--- config.mk ---
export PLATFORM = sky130hd
export DESIGN_NAME = pmt_timer
export DESIGN_NICKNAME = d
export VERILOG_FILES = /design/src/pmt_timer.v
export VERILOG_INCLUDE_DIRS = /design/src
export SDC_FILE = /design/constraint.sdc
export NUM_CORES = 1
export LEC_CHECK = 0
export ABC_CLOCK_PERIOD_IN_PS = 2100
export BUFFER_PORTS_ARGS = -buffer_cell sky130_fd_sc_hd__clkbuf_2
export CORE_MARGIN = 1.5
export CORE_UTILIZATION = 50
export CTS_BUF_LIST = sky130_fd_sc_hd__clkbuf_8
export DETAILED_ROUTE_END_ITERATION = 12
export PLACE_DENSITY = 0.79
export SETUP_SLACK_MARGIN = 0.02
export SLEW_MARGIN = 20
export SYNTH_ARGS = -nofsm -noshare
export SYNTH_HDL_FRONTEND = slang
export SYNTH_SLANG_ARGS = --single-unit
--- constraint.sdc ---
create_clock -name core_clk -period 2.1 [get_ports core_clk]
set_input_delay 0.105 -clock core_clk [delete_from_list [all_inputs] [get_ports core_clk]]
set_output_delay 0.105 -clock core_clk [all_outputs]
set_load 0.1 [all_outputs]
--- src/pmt_defs.vh ---
// Constants for the period match timer: register offsets, field positions,
// reset values and the instruction clock divider.
// Assumes inclusion by bare name from the timer design file.
`ifndef PMT_DEFS_VH
`define PMT_DEFS_VH

`define PMT_OFF_COUNT 4'h0
`define PMT_OFF_PERIOD 4'h4
`define PMT_OFF_CONTROL 4'h8
`define PMT_OFF_IRQ 4'hc

`define PMT_CTL_PRE_LO 0
`define PMT_CTL_PRE_HI 1
`define PMT_CTL_ON 2
`define PMT_CTL_POST_LO 3
`define PMT_CTL_POST_HI 6
`define PMT_IRQ_FLAG 0
`define PMT_IRQ_EN 1

`define PMT_COUNT_RST 8'h00
`define PMT_PERIOD_RST 8'hff
`define PMT_CONTROL_RST 7'h00
`define PMT_INSTR_DIV 2'h3
`define PMT_PRE4_LAST 2'h3
`define PMT_PRE16_LAST 4'hf

`define PMT_RESP_OKAY 2'h0
`define PMT_RESP_SLVERR 2'h2

`endif

--- src/pmt_timer.v ---
// Eight-bit period match timer with prescaler, postscaler and match flag,
// reached over an AXI4-Lite slave.
// Assumes one clock core_clk and a synchronous active-high reset.
//
// Functional notes
// - Eight-bit timer count register and eight-bit period register are provided.
// - Count and period are directly readable and writable, unbuffered.
// - Prescaler offers direct, divide by 4 and divide by 16 ratios.
// - Postscaler divides match events by any ratio from 1 to 16.
// - When enabled, count increments from zero per prescaled instruction tick.
// - Count is compared to period every cycle; equality gives match pulse.
// - Match clears the count next tick and advances the postscaler.
// - Postscaled matches can raise an interrupt.
// - Control bit 2 enables counting; clear stops the timer.
// - Reset clears count and sets period to all ones.
// - Count write, control write and reset clear both scaler counters.
// - Writing control leaves the count value unchanged.
// - Unscaled match is offered as shift clock for the serial port.
// - Postscale field value n selects a ratio of n plus one.
// - Postscaler output sets a latched flag; request needs the enable bit.
//
// Chosen here: the register offsets and the AXI4-Lite slave port.
`timescale 1ns/1ps
`default_nettype none
`include "pmt_defs.vh"

module pmt_timer (
  input wire core_clk,
  input wire reset,
  input wire [3:0] s_axi_awaddr,
  input wire s_axi_awvalid,
  output wire s_axi_awready,
  input wire [31:0] s_axi_wdata,
  input wire [3:0] s_axi_wstrb,
  input wire s_axi_wvalid,
  output wire s_axi_wready,
  output reg [1:0] s_axi_bresp,
  output reg s_axi_bvalid,
  input wire s_axi_bready,
  input wire [3:0] s_axi_araddr,
  input wire s_axi_arvalid,
  output wire s_axi_arready,
  output reg [31:0] s_axi_rdata,
  output reg [1:0] s_axi_rresp,
  output reg s_axi_rvalid,
  input wire s_axi_rready,
  output reg match_pulse,
  output reg shift_clk_tick,
  output reg match_irq
);

  ////////////////////////////////////////////////////////////////////////////
  // Helpers.

  // Word index of a byte offset; the low two address bits never select.
  function [1:0] pmt_word;
    input [3:0] byte_off;
    begin
      pmt_word = byte_off[3:2];
    end
  endfunction

  // True on the last instruction tick of the selected prescale ratio.
  function pmt_pre_last;
    input [1:0] sel;
    input [3:0] cnt;
    begin
      if (sel[1]) begin
        pmt_pre_last = (cnt == `PMT_PRE16_LAST);
      end else if (sel[0]) begin
        pmt_pre_last = (cnt[1:0] == `PMT_PRE4_LAST);
      end else begin
        pmt_pre_last = 1'b1;
      end
    end
  endfunction

  ////////////////////////////////////////////////////////////////////////////
  // Bus slave: address and data latched independently, answered together.

  reg aw_held_r;
  reg w_held_r;
  reg [3:0] aw_addr_r;
  reg [31:0] w_data_r;
  reg [3:0] w_strb_r;
  reg [7:0] timer_count_r;
  reg [7:0] period_value_r;
  reg [6:0] timer_control_r;
  reg match_irq_flag_r;
  reg match_irq_enable_r;
  reg [1:0] instr_div_r;
  reg [3:0] pre_cnt_r;
  reg [3:0] post_cnt_r;

  wire wr_fire;
  wire wr_lane0;
  wire wr_count;
  wire wr_period;
  wire wr_control;
  wire wr_irq;

  assign s_axi_awready = !aw_held_r && !s_axi_bvalid;
  assign s_axi_wready = !w_held_r && !s_axi_bvalid;
  assign s_axi_arready = !s_axi_rvalid;

  assign wr_fire = aw_held_r && w_held_r && !s_axi_bvalid;
  assign wr_lane0 = wr_fire && w_strb_r[0];
  assign wr_count = wr_lane0 && (aw_addr_r[3:2] == pmt_word(`PMT_OFF_COUNT));
  assign wr_period = wr_lane0 && (aw_addr_r[3:2] == pmt_word(`PMT_OFF_PERIOD));
  assign wr_control = wr_lane0 && (aw_addr_r[3:2] == pmt_word(`PMT_OFF_CONTROL));
  assign wr_irq = wr_lane0 && (aw_addr_r[3:2] == pmt_word(`PMT_OFF_IRQ));

  always @(posedge core_clk) begin
    if (reset) begin
      aw_held_r <= 1'b0;
      w_held_r <= 1'b0;
      aw_addr_r <= 4'h0;
      w_data_r <= 32'h0000_0000;
      w_strb_r <= 4'h0;
      s_axi_bvalid <= 1'b0;
      s_axi_bresp <= `PMT_RESP_OKAY;
    end else begin
      if (s_axi_awvalid && s_axi_awready) begin
        aw_held_r <= 1'b1;
        aw_addr_r <= s_axi_awaddr;
      end
      if (s_axi_wvalid && s_axi_wready) begin
        w_held_r <= 1'b1;
        w_data_r <= s_axi_wdata;
        w_strb_r <= s_axi_wstrb;
      end
      if (wr_fire) begin
        aw_held_r <= 1'b0;
        w_held_r <= 1'b0;
        s_axi_bvalid <= 1'b1;
        s_axi_bresp <= `PMT_RESP_OKAY;
      end else if (s_axi_bvalid && s_axi_bready) begin
        s_axi_bvalid <= 1'b0;
      end
    end
  end

  // All four words of the 16-byte window are mapped, so reads answer OKAY.
  always @(posedge core_clk) begin
    if (reset) begin
      s_axi_rvalid <= 1'b0;
      s_axi_rdata <= 32'h0000_0000;
      s_axi_rresp <= `PMT_RESP_OKAY;
    end else if (s_axi_arvalid && s_axi_arready) begin
      s_axi_rvalid <= 1'b1;
      s_axi_rresp <= `PMT_RESP_OKAY;
      case (s_axi_araddr[3:2])
        pmt_word(`PMT_OFF_COUNT): s_axi_rdata <= {24'h000000, timer_count_r};
        pmt_word(`PMT_OFF_PERIOD): s_axi_rdata <= {24'h000000, period_value_r};
        pmt_word(`PMT_OFF_CONTROL): s_axi_rdata <= {25'h0, timer_control_r};
        default: s_axi_rdata <= {30'h00000000, match_irq_enable_r, match_irq_flag_r};
      endcase
    end else if (s_axi_rvalid && s_axi_rready) begin
      s_axi_rvalid <= 1'b0;
    end
  end

  ////////////////////////////////////////////////////////////////////////////
  // Timer core.

  wire timer_on;
  wire [1:0] prescale_select;
  wire [3:0] postscale_select;
  wire instr_tick;
  wire pre_tick;
  wire count_match;
  wire post_wrap;
  wire scaler_clear;
  wire match_event;
  wire flag_event;
  reg [3:0] pre_cnt_nxt;
  reg [7:0] timer_count_nxt;
  reg [3:0] post_cnt_nxt;
  reg match_irq_flag_nxt;

  assign timer_on = timer_control_r[`PMT_CTL_ON];
  assign prescale_select = timer_control_r[`PMT_CTL_PRE_HI:`PMT_CTL_PRE_LO];
  assign postscale_select = timer_control_r[`PMT_CTL_POST_HI:`PMT_CTL_POST_LO];
  assign scaler_clear = wr_count || wr_control;

  // The instruction clock is core_clk divided by four.
  assign instr_tick = (instr_div_r == `PMT_INSTR_DIV);

  // Prescaled tick: the last count of the selected ratio.
  assign pre_tick = instr_tick && timer_on && pmt_pre_last(prescale_select, pre_cnt_r);

  // Compared on every clock; the match acts at the next prescaled tick.
  assign count_match = (timer_count_r == period_value_r);
  assign post_wrap = (post_cnt_r == postscale_select);
  assign match_event = pre_tick && count_match;
  // A count or control write clears the postscaler on the same edge, so the
  // match that coincides with it must not set the flag as well.
  assign flag_event = match_event && post_wrap && !scaler_clear;

  ////////////////////////////////////////////////////////////////////////////
  // Instruction clock divider and prescaler.

  always @* begin
    pre_cnt_nxt = pre_cnt_r;
    if (scaler_clear) begin
      pre_cnt_nxt = 4'h0;
    end else if (pre_tick) begin
      pre_cnt_nxt = 4'h0;
    end else if (instr_tick && timer_on) begin
      pre_cnt_nxt = pre_cnt_r + 4'h1;
    end
  end

  // The divider runs free, so software writes never shift the tick phase.
  always @(posedge core_clk) begin
    if (reset) begin
      instr_div_r <= 2'h0;
      pre_cnt_r <= 4'h0;
    end else begin
      instr_div_r <= instr_div_r + 2'h1;
      pre_cnt_r <= pre_cnt_nxt;
    end
  end

  ////////////////////////////////////////////////////////////////////////////
  // Timer count and postscaler.

  always @* begin
    timer_count_nxt = timer_count_r;
    if (match_event) begin
      timer_count_nxt = 8'h00;
    end else if (pre_tick) begin
      timer_count_nxt = timer_count_r + 8'h01;
    end
    if (wr_count) begin
      timer_count_nxt = w_data_r[7:0];
    end
  end

  always @* begin
    post_cnt_nxt = post_cnt_r;
    if (scaler_clear) begin
      post_cnt_nxt = 4'h0;
    end else if (match_event) begin
      post_cnt_nxt = post_wrap ? 4'h0 : post_cnt_r + 4'h1;
    end
  end

  always @(posedge core_clk) begin
    if (reset) begin
      timer_count_r <= `PMT_COUNT_RST;
      post_cnt_r <= 4'h0;
    end else begin
      timer_count_r <= timer_count_nxt;
      post_cnt_r <= post_cnt_nxt;
    end
  end

  ////////////////////////////////////////////////////////////////////////////
  // Software-written settings.

  always @(posedge core_clk) begin
    if (reset) begin
      period_value_r <= `PMT_PERIOD_RST;
      timer_control_r <= `PMT_CONTROL_RST;
      match_irq_enable_r <= 1'b0;
    end else begin
      if (wr_period) begin
        period_value_r <= w_data_r[7:0];
      end
      if (wr_control) begin
        timer_control_r <= w_data_r[6:0];
      end
      if (wr_irq) begin
        match_irq_enable_r <= w_data_r[`PMT_IRQ_EN];
      end
    end
  end

  ////////////////////////////////////////////////////////////////////////////
  // Match flag and outputs.

  // Software may only clear the flag; a coincident hardware set wins.
  always @* begin
    match_irq_flag_nxt = match_irq_flag_r;
    if (wr_irq && !w_data_r[`PMT_IRQ_FLAG]) begin
      match_irq_flag_nxt = 1'b0;
    end
    if (flag_event) begin
      match_irq_flag_nxt = 1'b1;
    end
  end

  always @(posedge core_clk) begin
    if (reset) begin
      match_irq_flag_r <= 1'b0;
      match_pulse <= 1'b0;
      shift_clk_tick <= 1'b0;
      match_irq <= 1'b0;
    end else begin
      match_irq_flag_r <= match_irq_flag_nxt;
      match_pulse <= match_event;
      shift_clk_tick <= match_event;
      match_irq <= match_irq_flag_r && match_irq_enable_r;
    end
  end

endmodule // pmt_timer

`default_nettype wire

* Word-level counts from Yosys, hierarchy flattened *
Cells that the tools add are included.

word-level totals
  bits in registers = 86
  bits of input ports = 51
  output and inout port bits = 44
  logic and storage cells = 82

cells by class
  add/sub/neg operators = 4
  eq/ne operators = 10
  multiplexer cells = 13
  reductions and logical operators = 37

operator list
  operator                                                               count
  8-bit two-way mux                                                      3
  8-bit one-hot mux with 3 select lines                                  1
  1-bit logical AND                                                      21
  2-bit equality test, second input constant                             5
  4-bit by 1-bit adder with 4-bit output, second input constant          2
  8-bit by 1-bit adder with 8-bit output, second input constant          1
  8-bit equality test                                                    1
  1-bit two-way mux                                                      8
  1-bit logical NOT                                                      6
  2-bit nonzero test                                                     3
  2-bit by 1-bit equality test with 1-bit output, second input constant  2
  4-bit equality test                                                    1
  4-bit equality test, second input constant                             1
  2-bit logical NOT                                                      2
  4-bit two-way mux                                                      1
  2-bit OR reduction                                                     2
  3-bit nonzero test                                                     1
  3-bit OR reduction                                                     1
  2-bit by 1-bit adder with 2-bit output, second input constant          1
  1-bit logical OR                                                       1

* Logic depth before layout (Yosys ltp) *
  depth after elaboration = 8
  depth in mapped cells = 6
  gate-level depth less buffers = 5

* Least setup slack after synthesis *
No wires, ideal clock.

  path kind = register to register
  start = register s_axi_rvalid
  end = register s_axi_rdata[7]
  library setup time = 128 ps
  arrival = 2339 ps
  data required time = 1972 ps
  setup slack = -366 ps
  stages on the path, launching flop included = 6
  buffers on the path = 0
  clock period less this slack = 2466 ps
  cell sequence = dfxtp_1 > inv_1 > nand2_1 > nor3_1 > a21oi_1 > nor2_1

between the ends
  cells in the longest elaborated chain, start to end = 2

RTL lines
  what                     line             source
  from (decl)              pmt_timer.v:45   output reg s_axi_rvalid,
  from (signal assigned)   pmt_timer.v:146  s_axi_rvalid <= 1'b0;
  from (signal assigned)   pmt_timer.v:150  s_axi_rvalid <= 1'b1;
  from (signal assigned)   pmt_timer.v:159  s_axi_rvalid <= 1'b0;
  1-bit logical NOT        pmt_timer.v:104  assign s_axi_arready = !s_axi_rvalid;
  named net s_axi_arready  pmt_timer.v:42   output wire s_axi_arready,
  1-bit logical AND        pmt_timer.v:149  end else if (s_axi_arvalid && s_axi_arready) begin
  to (signal assigned)     pmt_timer.v:153  pmt_word(`PMT_OFF_COUNT): s_axi_rdata <= {24'h000000, timer_count_r};
  to (signal assigned)     pmt_timer.v:154  pmt_word(`PMT_OFF_PERIOD): s_axi_rdata <= {24'h000000, period_value_r};
  to (signal assigned)     pmt_timer.v:155  pmt_word(`PMT_OFF_CONTROL): s_axi_rdata <= {25'h0, timer_control_r};
  to (decl)                pmt_timer.v:43   output reg [31:0] s_axi_rdata,

The timed path passes the listed nets, and every way through them passes these cells.
A chain may end at the register's enable or synchronous reset.

* Worst setup path in the final report *
  start = register timer_count_r[5]
  end = register post_cnt_r[3]

between the ends
  cells in the longest elaborated chain, start to end = 2

RTL lines
  what                    line             source
  from (decl)             pmt_timer.v:86   reg [7:0] timer_count_r;
  from (signal assigned)  pmt_timer.v:251  timer_count_r <= `PMT_COUNT_RST;
  from (signal assigned)  pmt_timer.v:254  timer_count_r <= timer_count_nxt;
  8-bit equality test     pmt_timer.v:193  assign count_match = (timer_count_r == period_value_r);
  1-bit logical AND       pmt_timer.v:195  assign match_event = pre_tick && count_match;
  to (signal assigned)    pmt_timer.v:255  post_cnt_r <= post_cnt_nxt;
  to (decl)               pmt_timer.v:93   reg [3:0] post_cnt_r;

Every way passes these cells.

==> out/results.ini <==
[outcome]
status = finished, final reports clean

[clock_network]
h-tree-depth = 3
cts.sinks = 60
clock_path_buffers = 2
cts_setup_buffers = 0
cts_made_buffers = 9
cts.reportedPaths.clkPinSlew_ns = 0.06
tritoncts = built
cts-root-buf = clkbuf_8
insertion_delay_ns = 0.35

[yosys]
synth-edff-count = 0
synthCells = 326
synthXorXnorAreaFrac_pct = 6.43
synthAdderAreaFrac_pct = 1.68
synthMuxAreaShare_pct = 9.58
ys.flop_type = dfxtp_1
ys_seq_elements = 60
ys_warn_count = 0
synth_compound_area_share_pct = 10.9
syn-cell-area_um2 = 2980
yosysUniqueCellTypes = 43
seq_area_frac_synth_pct = 40.4
yosys.area_share.simple_pct = 21.2
synthArstFlopShare_pct = 0
synth_area_leaders = dfxtp_1 40%, mux2i_1 8.1%, buf_4 7.3%
synth_area_leader_cell = dfxtp_1
syn_area_per_cell_um2 = 9.13
synth_top_family_by_area = simple AND/OR/NAND/NOR gates
synth_top_area_share_pct = 40.4

[pwr]
leakagePower_nw = 1.45
p_int_mw = 1.87
p_per_area_nw_per_um2 = 814
clock_power_share_pct = 37.3
ir_drop_v = 0.000487
swShare_pct = 32.9
pwr-share-comb_pct = 19.3
p_switching_uw = 915
seq_power_share_pct = 43.5

[setup_path]
startpoint_type = flip-flop
end_kind = flip-flop
worstPathRequired_ns = 2.38
path_max_fanout = 10
worst-setup-path-type = flip-flop to flip-flop
cp.arrival_ns = 2.17

[placement]
gp_congestion = 0.772
port_buffers = 35
place_hpwl_mm = 4.26
place_inst = 426
placed_area_um2 = 3140

[routing]
drtIter0Drc = 80
wl_met2_mm = 2.75
totalWireLength_mm = 5.96
vias_per_cell = 5.20
wl_met1_mm = 2.74
wl_per_cell_um = 13.2
via_count = 2340
drc = 0
drt_pass1_iterations = 4
wl_met3_um = 331
ant_nets = 0
routed.top_layer = met4

[cells_and_area]
fill_cells = 505
drive_gt1_share_pct = 19.3
areaGrowthSynthToFinish_pct = 14.9
stdcell_count = 450
postLayoutCoreUtil_pct = 61.0
final_area_um2 = 3420
diodes = 0
nets = 428

[grt]
overflow = 0
grt_pass1_vias = 2125
grt_first_pass_wirelength_mm = 10.1
grt_usage_pct = 21.0
grt_start_max_net_pins = 31
antenna_found_initial = 0

[die]
die-area_um2 = 6420
die_height_um = 80.2
io_pins = 95
start_util_pct = 53.1
core_area_um2 = 5610
die_x_um = 80.2
fp-row-count = 27

[sta]
slew_violations = 0
max_freq_ghz = 0.528
finClkSkew_ns = 0.00580
rsz0062_at_grt = false
timing_hold_violations_final = 0
slew_headroom_pct = 63.2
worst_slew_pin_slew_ns = 0.555
finalSetupTns_ns = 0
fin_crit_ns = 1.89
min_period_over_period_pct = 90.2
setup_viol = 0

[worst_hold_path]
hold_class = input pin to flip-flop

[job]
drv_cap = 0

cell usage after synthesis, types with 2 or more instances:
cell	n
buf_4	29
nor3b_1	2
nor3_1	6
clkbuf_1	9
buf_1	2
nor2_1	49
buf_2	2
a211o_1	8
a21oi_1	19
dfxtp_1	60
xor2_1	15
mux2i_1	24
nand2_1	11
nand3_1	16
o21ai_0	5
inv_1	2
ha_1	4
xnor2_1	5
nand2b_1	4
a211oi_1	7
nor2b_1	16
mux4_2	2
and3_1	2
nor4_4	2
a22oi_1	7
layer usage:
metal | up-vias | track usage, %
li1 | 1163 | -
met4 | 0 | 9.31
met3 | 14 | 6.93
met5 | - | 0
met1 | 1088 | 25.9
met2 | 75 | 33.2
cells in the final DEF (no fill, tap or decap), types with 3 or more instances in the layout:
cell / n
ha_1: 4
a211oi_1: 7
dlygate4sd3_1: 8
o21ai_0: 5
nor2_1: 49
inv_1: 3
a22oi_1: 7
xnor2_1: 5
nand2_1: 11
buf_4: 9
clkbuf_2: 35
a21oi_1: 19
xor2_1: 15
nand3_1: 16
nor3_1: 6
mux2i_1: 24
a211o_1: 8
conb_1: 28
nor2b_1: 16
nand2b_1: 4
dfxtp_1: 58
clkbuf_8: 11
stage by stage:
stage               worst slack, ns  total power [mW]  hold slack (ns)
floorplan                     0.137              1.73            0.197
global placement              0.298              1.75            0.285
detailed placement            0.190              1.76            0.296
CTS                           0.165              2.81          0.00418
global route                 0.0898              2.89           0.0122
finish                        0.206              2.78           0.0153
path summary, 6_finish.rpt:
path / startpoint / endpoint / slack, ns / cells past startpoint
max: timer_count_r[5] / post_cnt_r[3] / 0.21 / 5
min: s_axi_wdata[2] / w_data_r[2] / 0.02 / 3
max reg2reg: timer_count_r[5] / post_cnt_r[3] / 0.21 / 5
min reg2reg: instr_div_r[0] / instr_div_r[0] / 0.43 / 1
flip-flops by register name, indices dropped and copies added (netlist names), 2 cells and up:
name,cells
aw_addr_r,2
instr_div_r,2
period_value_r,8
post_cnt_r,4
pre_cnt_r,4
s_axi_rdata,8
timer_control_r,7
timer_count_r,8
w_data_r,8
worst max-delay path, stage by stage, from the launching register on:
cell	delay [ns]
dfxtp_1	0.44
xor2_1	0.14
nor4_4	0.40
nand3_4	0.17
or4_1	0.52
a21oi_1	0.14
logic make-up (layout without fill, tap and decap cells):
group                    count (synthesis)  after routing
other                                    1             28
flip-flops                              60             60
adder cells (fa/ha/maj)                  4              4
AO/OA/AOI/OAI                           49             49
buffers and inverters                   45             70
multiplexers                            26             26
XOR/XNOR                                21             21
AND/OR/NAND/NOR                        120            120
power groups by stage:
stage	sequential [mW]	combinational (mW)	clock [mW]
3_3_place_gp	1.23	0.518	0
3_5_place_dp	1.23	0.523	0
5_1_grt	1.21	0.564	1.11
2_1_floorplan	1.31	0.419	0
4_1_cts	1.21	0.536	1.06
6_report	1.21	0.536	1.04
timing repair:
item / CTS / global route
hold buffers: 8 / 0
gates resized for setup: 0 / 0
hold endpoints to repair: 8 / 0
cell type report:
cell class / instances / area (µm²) / share of cell area (%)
clock buffers: 11 / 151 / 4.43
multi-input cells: 248 / 1590 / 46.6
inverters: 2 / 7.51 / 0.219
clock inverters: 5 / 51.3 / 1.50
flip-flops and latches: 60 / 1200 / 35.2
repair buffers: 52 / 323 / 9.44
well taps: 72 / 90.1 / 2.63
Power figures use the tool's default switching activity.
